[config.mk]
export PLATFORM = sky130hd
export DESIGN_NAME = fbs_seq
export DESIGN_NICKNAME = d
export VERILOG_FILES = /design/src/fbs_pkg.sv /design/src/fbs_seq.sv
export SDC_FILE = /design/constraint.sdc
export NUM_CORES = 1
export LEC_CHECK = 0
export ABC_AREA = 1
export BUFFER_PORTS_ARGS = -buffer_cell sky130_fd_sc_hd__buf_2
export CAP_MARGIN = 25
export CORE_MARGIN = 1
export CORE_UTILIZATION = 55
export DETAILED_ROUTE_END_ITERATION = 7
export PLACE_DENSITY = 0.73
export SYNTH_ARGS = -nofsm -noshare
export SYNTH_HDL_FRONTEND = slang
export SYNTH_SLANG_ARGS = --single-unit
[constraint.sdc]
create_clock -name ref_clk -period 2.75 [get_ports ref_clk]
set_clock_uncertainty 0.15 [all_clocks]
set_input_delay 0.1375 -clock ref_clk [delete_from_list [all_inputs] [get_ports ref_clk]]
set_output_delay 0.1375 -clock ref_clk [all_outputs]
set_load 0.1 [all_outputs]
[src/fbs_pkg.sv]
// package: timing constants, states and carriers for the flyback protection sequencer
package fbs_pkg;
  localparam int CLK_MHZ = 125;
  // figures in their printed units
  localparam int SOA_SKIP_US = 25;
  localparam int SOA_BLANK_NS = 500;
  localparam int EDGE_BLANK_NS = 200;
  localparam int SHORT_OFF_US = 30;
  localparam int SENSE_OFF_US = 50;
  localparam int HS_GAP_US = 30;
  localparam int AUDIO_LO_US = 83;
  localparam int AUDIO_HI_US = 200;
  localparam int ON_WINDOW_MS = 82;
  // cycle counts: integer division rounds every fraction down, least and longest times alike
  localparam int SOA_SKIP_CYC = SOA_SKIP_US * CLK_MHZ;
  localparam int SOA_BLANK_CYC = (SOA_BLANK_NS * CLK_MHZ) / 1000;
  localparam int EDGE_BLANK_CYC = (EDGE_BLANK_NS * CLK_MHZ) / 1000;
  localparam int SHORT_OFF_CYC = SHORT_OFF_US * CLK_MHZ;
  localparam int SENSE_OFF_CYC = SENSE_OFF_US * CLK_MHZ;
  localparam int HS_GAP_CYC = HS_GAP_US * CLK_MHZ;
  localparam int HS_TOL_CYC = HS_GAP_CYC / 4;
  localparam int AUDIO_LO_CYC = AUDIO_LO_US * CLK_MHZ;
  localparam int AUDIO_HI_CYC = AUDIO_HI_US * CLK_MHZ;
  localparam int ON_WINDOW_CYC = ON_WINDOW_MS * 1000 * CLK_MHZ;
  localparam int CW = 24;
  localparam logic [CW-1:0] CNT_ZERO = 24'h00_0000;

  typedef enum logic [5:0] {
    FBS_INIT = 6'b00_0001,
    FBS_LISTEN = 6'b00_0010,
    FBS_AUTO = 6'b00_0100,
    FBS_SLAVE = 6'b00_1000,
    FBS_RESTART = 6'b01_0000,
    FBS_SHORT_OFF = 6'b10_0000
  } fbs_state_e;

  // primary-side comparator inputs, sampled each clock
  typedef struct packed {
    logic supply_ready;
    logic limit_latched;
    logic line_brown_in;
    logic line_brown_out;
    logic line_over;
    logic current_limit_level;
    logic current_limit_110;
    logic cycle_done;
  } fbs_sense_s;

  typedef struct packed {
    logic secondary_ctrl;
    logic self_ctrl;
    logic restart_off;
    logic safe_area_guard;
    logic rectifier_short_guard;
  } fbs_status_s;
endpackage

[src/fbs_seq.sv]
// flyback primary sequencer: start-up, wait and listen, handshake and protection timing
`timescale 1ns/1ps
module fbs_seq #(
  parameter int RESTART_ON_WINDOW = fbs_pkg::ON_WINDOW_CYC,
  parameter int RESTART_OFF_INTERVAL = 2 * fbs_pkg::ON_WINDOW_CYC,
  parameter int SHORT_CIRCUIT_OFF_INTERVAL = 2 * fbs_pkg::ON_WINDOW_CYC,
  parameter int BROWNOUT_DELAY = 4000,
  parameter int MIN_OFF_INTERVAL = 500,
  parameter int REQUEST_SILENCE_LIMIT = 8192,
  parameter int AUTO_PERIOD = 1250
) (
  input wire logic ref_clk,
  input wire logic nrst,
  input wire fbs_pkg::fbs_sense_s sense,
  input wire logic cycle_request,
  output logic switch_on,
  output logic line_sense_connect,
  output fbs_pkg::fbs_status_s status
);
  import fbs_pkg::*;

  fbs_state_e state_q;
  logic [CW-1:0] tmr_q;
  logic [CW-1:0] off_q;
  logic [CW-1:0] since_req_q;
  logic [CW-1:0] bo_q;
  logic [CW-1:0] on_q;
  logic [CW-1:0] skip_q;
  logic soa_hit_q;
  logic short_arm_q;
  logic heard_q;
  logic switch_q;
  logic sense_q;
  logic power_ok_q;

  function automatic logic [CW-1:0] cyc(input int n);
    cyc = n[CW-1:0];
  endfunction

  // line is within its normal window
  function automatic logic line_ok(input fbs_sense_s s);
    line_ok = s.line_brown_in && !s.line_over;
  endfunction

  logic line_fault;
  logic early_hit;
  logic soa_hit;
  logic start_cycle;
  logic req_valid;
  logic end_on;

  assign early_hit = switch_q && sense.current_limit_level && (on_q < cyc(EDGE_BLANK_CYC));
  assign soa_hit = switch_q && sense.current_limit_110 && (on_q < cyc(SOA_BLANK_CYC));
  assign end_on = switch_q && (sense.cycle_done || sense.current_limit_level);
  assign line_fault = sense.line_over || (bo_q >= cyc(BROWNOUT_DELAY));
  // audible-band and minimum-off filtering of requests
  assign req_valid = cycle_request && (off_q >= cyc(MIN_OFF_INTERVAL)) && (skip_q == CNT_ZERO)
    && !((off_q >= cyc(AUDIO_LO_CYC)) && (off_q <= cyc(AUDIO_HI_CYC)));

  always_comb
  begin
    start_cycle = 1'b0;
    if (!switch_q && skip_q == CNT_ZERO)
    begin
      unique case (state_q)
        FBS_SLAVE: start_cycle = req_valid;
        FBS_AUTO: start_cycle = (off_q >= cyc(AUTO_PERIOD));
        default: start_cycle = 1'b0;
      endcase
    end
  end

  // power-up qualification
  always_ff @(posedge ref_clk or negedge nrst)
  begin
    if (!nrst)
      power_ok_q <= 1'b0;
    else if (sense.supply_ready && sense.limit_latched)
      power_ok_q <= 1'b1;
  end

  // brown-out persistence counter
  always_ff @(posedge ref_clk or negedge nrst)
  begin
    if (!nrst)
      bo_q <= CNT_ZERO;
    else if (!sense.line_brown_out)
      bo_q <= CNT_ZERO;
    else if (bo_q < cyc(BROWNOUT_DELAY))
      bo_q <= bo_q + 1'b1;
  end

  // on-time and off-time counters
  always_ff @(posedge ref_clk or negedge nrst)
  begin
    if (!nrst)
    begin
      switch_q <= 1'b0;
      on_q <= CNT_ZERO;
      off_q <= CNT_ZERO;
    end
    else if (switch_q)
    begin
      on_q <= on_q + 1'b1;
      if (end_on || early_hit || state_q == FBS_RESTART || state_q == FBS_SHORT_OFF)
      begin
        switch_q <= 1'b0;
        off_q <= CNT_ZERO;
      end
    end
    else
    begin
      on_q <= CNT_ZERO;
      if (off_q != {CW{1'b1}})
        off_q <= off_q + 1'b1;
      if (start_cycle)
        switch_q <= 1'b1;
    end
  end

  // line sense disconnect on long off-time
  always_ff @(posedge ref_clk or negedge nrst)
  begin
    if (!nrst)
      sense_q <= 1'b1;
    else if (start_cycle)
      sense_q <= 1'b1;
    else if (!switch_q && off_q > cyc(SENSE_OFF_CYC))
      sense_q <= 1'b0;
  end

  // safe-area skip and short-circuit off-time
  always_ff @(posedge ref_clk or negedge nrst)
  begin
    if (!nrst)
    begin
      skip_q <= CNT_ZERO;
      soa_hit_q <= 1'b0;
      short_arm_q <= 1'b0;
    end
    else
    begin
      if (skip_q != CNT_ZERO)
        skip_q <= skip_q - 1'b1;
      if (switch_q && end_on)
        soa_hit_q <= soa_hit;
      if (switch_q && end_on && soa_hit && soa_hit_q)
      begin
        skip_q <= cyc(SOA_SKIP_CYC);
        soa_hit_q <= 1'b0;
      end
      if (early_hit && !short_arm_q)
      begin
        skip_q <= cyc(SHORT_OFF_CYC);
        short_arm_q <= 1'b1;
      end
      else if (switch_q && end_on)
        short_arm_q <= 1'b0;
    end
  end

  // request silence and listen-window pair detection
  always_ff @(posedge ref_clk or negedge nrst)
  begin
    if (!nrst)
    begin
      since_req_q <= CNT_ZERO;
      heard_q <= 1'b0;
    end
    else if (cycle_request)
    begin
      since_req_q <= CNT_ZERO;
      heard_q <= 1'b1;
    end
    else
    begin
      if (since_req_q != {CW{1'b1}})
        since_req_q <= since_req_q + 1'b1;
      if (state_q != FBS_LISTEN && state_q != FBS_AUTO)
        heard_q <= 1'b0;
    end
  end

  logic pair_seen;
  assign pair_seen = cycle_request && heard_q
    && (since_req_q + cyc(HS_TOL_CYC) >= cyc(HS_GAP_CYC))
    && (since_req_q <= cyc(HS_GAP_CYC + HS_TOL_CYC));

  // control state machine
  always_ff @(posedge ref_clk or negedge nrst)
  begin
    if (!nrst)
    begin
      state_q <= FBS_INIT;
      tmr_q <= CNT_ZERO;
    end
    else
    begin
      tmr_q <= tmr_q + 1'b1;
      unique case (state_q)
        FBS_INIT:
          if (power_ok_q && line_ok(sense))
          begin
            state_q <= FBS_LISTEN;
            tmr_q <= CNT_ZERO;
          end
        FBS_LISTEN:
          if (line_fault)
          begin
            state_q <= FBS_RESTART;
            tmr_q <= CNT_ZERO;
          end
          else if (pair_seen)
            state_q <= FBS_SLAVE;
          else if (tmr_q >= cyc(RESTART_ON_WINDOW))
          begin
            state_q <= FBS_AUTO;
            tmr_q <= CNT_ZERO;
          end
        FBS_AUTO:
          if (line_fault || tmr_q >= cyc(RESTART_ON_WINDOW))
          begin
            state_q <= FBS_RESTART;
            tmr_q <= CNT_ZERO;
          end
          else if (pair_seen)
            state_q <= FBS_SLAVE;
        FBS_SLAVE:
          if (line_fault || since_req_q > cyc(REQUEST_SILENCE_LIMIT))
          begin
            state_q <= FBS_RESTART;
            tmr_q <= CNT_ZERO;
          end
          else if (early_hit && short_arm_q)
          begin
            state_q <= FBS_SHORT_OFF;
            tmr_q <= CNT_ZERO;
          end
        FBS_RESTART:
          if (tmr_q >= cyc(RESTART_OFF_INTERVAL) && line_ok(sense))
          begin
            state_q <= FBS_LISTEN;
            tmr_q <= CNT_ZERO;
          end
        FBS_SHORT_OFF:
          if (tmr_q >= cyc(SHORT_CIRCUIT_OFF_INTERVAL) && line_ok(sense))
          begin
            state_q <= FBS_LISTEN;
            tmr_q <= CNT_ZERO;
          end
        default:
          state_q <= FBS_INIT;
      endcase
      if (state_q == FBS_AUTO && early_hit && short_arm_q)
      begin
        state_q <= FBS_SHORT_OFF;
        tmr_q <= CNT_ZERO;
      end
    end
  end

  // registered outputs
  always_ff @(posedge ref_clk or negedge nrst)
  begin
    if (!nrst)
    begin
      switch_on <= 1'b0;
      line_sense_connect <= 1'b1;
      status <= '0;
    end
    else
    begin
      switch_on <= switch_q;
      line_sense_connect <= sense_q;
      status.secondary_ctrl <= (state_q == FBS_SLAVE);
      status.self_ctrl <= (state_q == FBS_AUTO);
      status.restart_off <= (state_q == FBS_RESTART) || (state_q == FBS_SHORT_OFF);
      status.safe_area_guard <= (skip_q != CNT_ZERO) && !short_arm_q;
      // flags only the 30 us off-time itself, not the armed first cycle after it
      status.rectifier_short_guard <= (skip_q != CNT_ZERO) && short_arm_q;
    end
  end
endmodule // fbs_seq
==> summary.txt <==
STA
  • Pins over their slew limit: 0
  • Worst-margin pin slew: 654 ps
  • Final-report hold violation count: 0
  • Maximum clock rate: 0.395 GHz
  • Setup total negative slack: 0 ps
  • Tcrit/Tclk final: 0.920
  • Fin Hold WS: 7.31 ps
  • Max transition margin: 0.560
  • Finish-stage setup viols: 0
  • Min cycle time layout: 2530 ps

Placed design
  • RD Place Congestion: 0.985
  • Placed cells: 1626
  • Detailed placer's ending HPWL: 16.2 mm
  • Number of port buffers: 17
  • Post-Place Cell Area: 10400 um2

Worst setup path
  • Worst Reg2Reg Path Length in Cells: 19
  • R2r setup slk: 220 ps
  • Startpoint Class: register
  • Worst Setup EP: tmr_q[21]
  • WP data arrival: 2700 ps
  • Crit end category: register
  • CP startpoint: since_req_q[0]
  • WP data required: 2920 ps
  • Reg-to-Reg Start: since_req_q[0]
  • Reg-to-reg endpoint: tmr_q[21]
  • Setup CP Type: reg2reg
  • Crit path max fanout: 6

Yosys
  • Cells after synthesis: 1382
  • Register area share after synthesis: 0.411
  • Synthesis Warnings: 0
  • Seq cells post-synth: 163
  • Count of flip-flops with a built-in enable after synthesis: 0
  • Syn_nets: 1405
  • Ys async rst share: 1.00
  • Post-synthesis cell type count: 56
  • Post-Syn Area: 9920 um2
  • Top FF cell, synth: dfrtp_1
  • Mean Syn Cell Area: 7.18 um2

Clocking
  • CTS H-tree lvls: 4
  • Clock tree from TritonCTS: done
  • Total CTS buffers: 17
  • CTS Root Cell: clkbuf_16
  • Clk slew on worst S/H paths: 70 ps
  • Bufs on Longest Clock Path: 2
  • # clock sinks: 163
  • Clock Latency Late Sink: 440 ps

Floorplanning
  • Die Span Y: 136 um
  • Die width: 136 um
  • Core box area: 17500 um2
  • IO Count: 18
  • Die ar.: 18600 um2
  • Num rows: 48
  • Initial Utilization: 0.568

Finish
  • Commonest non-fill, non-tap cell in the layout: nand2_1
  • Commonest non-fill, non-tap cells in the layout: nand2_1 (290), inv_1 (231), nor2_1 (176)
  • Layout Cells excl Fill: 1674
  • Share of layout cells above drive strength 1: 0.107
  • Area grow syn2layout: 12.4%
  • Core Util, Final: 0.638
  • Area occupied by registers: 4080 um2
  • Ant. Diodes: 0
  • Layout Nets: 1459
  • Design area: 11100 um2
  • FILL cells: 1540
  • Multi-input logic area: 4880 um2

GRT
  • Initial antenna violation count: 0
  • Total track usage: 0.256
  • Number of global-route vias before repair: 8254
  • First-pass GRT wire length: 38.0 mm
  • Pin count of the biggest net entering global routing: 96
  • GRT Residual Overflow: 0

Power
  • Power Dens Cells: 507 nW/um2
  • Worst VDD drop: 523 uV
  • LEAKAGE: 0.00554 uW

Drt
  • Met1 WL: 10.5 mm
  • WL met3: 1.12 mm
  • WL met2: 10.7 mm
  • Iteration-0 DRC Markers: 847
  • Vias: 9035
  • Drt drc: 0
  • DRT antenna net count: 0
  • Drt via density: 5.40
  • Router iterations before antenna repair: 6
  • Highest Signal Layer: met4
  • DRT Wirelength: 22.8 mm
  • WL/cell: 13.6 um

Run
  • Max cap viols: 0

Outcome
  • Status: completed

Hold path
  • Worst Hold Class: in2async
[what timing repair did]
action / in CTS / in global routing
endpoints found under the hold margin: 193 / 0
buffers inserted: 0 / 3
gates resized for setup: 0 / 12
hold buffers: 10 / 0
setup endpoints to repair: 0 / 34
[registers in the layout (all words and copies together), names as in the netlist, 5 cells and up]
register,flops
status,5
state_q,6
since_req_q,24
bo_q,24
skip_q,24
tmr_q,24
off_q,24
on_q,24
[stage by stage]
stage / setup WS, ps / power [uW]
after floorplan: 493 / 3060
after global placement: 182 / 3170
after detailed placement: 126 / 3180
after CTS: 102 / 5540
after global routing: -29.1 / 5890
final: 221 / 5650
[synth_stat cells, types with 3 or more instances]
library cell	count	area, um2
nand4_1	28	175
o21a_1	4	30.0
buf_4	4	30.0
nor4_2	3	37.5
nor3_1	46	230
a211oi_1	7	52.6
and3_1	3	18.8
nor2_1	178	668
buf_2	5	25.0
nand2_1	290	1090
nand3_2	14	140
o31ai_1	3	22.5
inv_2	13	48.8
o211ai_1	8	60.1
xnor2_1	5	43.8
nand3_1	96	480
dfstp_2	3	78.8
a21oi_1	75	375
o21ai_0	68	340
clkbuf_1	4	15.0
nand3b_1	4	30.0
a31oi_1	8	50.1
xor2_1	20	175
o21ai_1	6	30.0
nor3b_1	4	30.0
nand2_4	3	33.8
buf_6	4	45.0
nor4_1	16	100
nand2_2	10	62.6
inv_1	231	867
dfrtp_1	160	4000
nor2_4	4	45.0
nor3_2	4	40.0
ha_1	12	150
nor2_2	13	81.3
[kinds of logic (layout without fill, tap and decap cells)]
kind of cell | Yosys count | in the layout | share of synthesized area
AO/OA/AOI/OAI | 194 | 194 | 0.110
XOR/XNOR | 25 | 25 | 0.0221
adder cells (fa/ha/maj) | 12 | 12 | 0.0151
buffers and inverters | 265 | 329 | 0.106
flip-flops | 163 | 163 | 0.411
AND/OR/NAND/NOR | 723 | 726 | 0.336
[where the power goes]
| group | internal, uW | switching (uW) | total [uW] |
|---|---|---|---|
| Clock | 1240 | 1110 | 2350 |
| Combinational | 242 | 549 | 791 |
| Sequential | 2460 | 43.1 | 2510 |
[area by class of cell]
class                      count  share of cell area
timing repair buffer          51              0.0356
tap                          225              0.0252
sequential                   163               0.366
clock buffer                  18              0.0394
clock inverter                14              0.0129
inverter                     246              0.0828
multi-input combinational    957               0.438
[per-layer routing]
metal / vias to the layer above / global-route usage
met5: - / 0
met4: 0 / 0.0796
met3: 49 / 0.0485
met2: 278 / 0.415
met1: 4128 / 0.345
li1: 4580 / -
[critical path, cell delays in order, from the launching register on]
cell and delay, ps:
dfrtp_1 400, ha_1 220, nand2_1 110, nand2_1 100
nand2_1 110, nand2_1 80, nand2_1 100, nand2_1 90
nand2_1 80, nand2_1 50, nor2_1 80, nand2_1 50
nor2_1 100, nand2_1 90, nor2_2 100, nor2_2 60
nand2_4 140, nand3_4 160, nand2_1 100, inv_1 40
[how the worst min path moves through the flow]
stage | from | endpoint | slack, ps | cells past startpoint
5_1_grt | nrst | off_q[23] | 40 | 2
3_5_place_dp | nrst | tmr_q[8] | -110 | 1
2_1_floorplan | nrst | bo_q[0] | -310 | 0
4_1_cts | nrst | tmr_q[11] | 7 | 2
3_3_place_gp | nrst | tmr_q[8] | -110 | 1
6_report | nrst | off_q[18] | 7 | 2
Power figures use the tool's default switching activity.
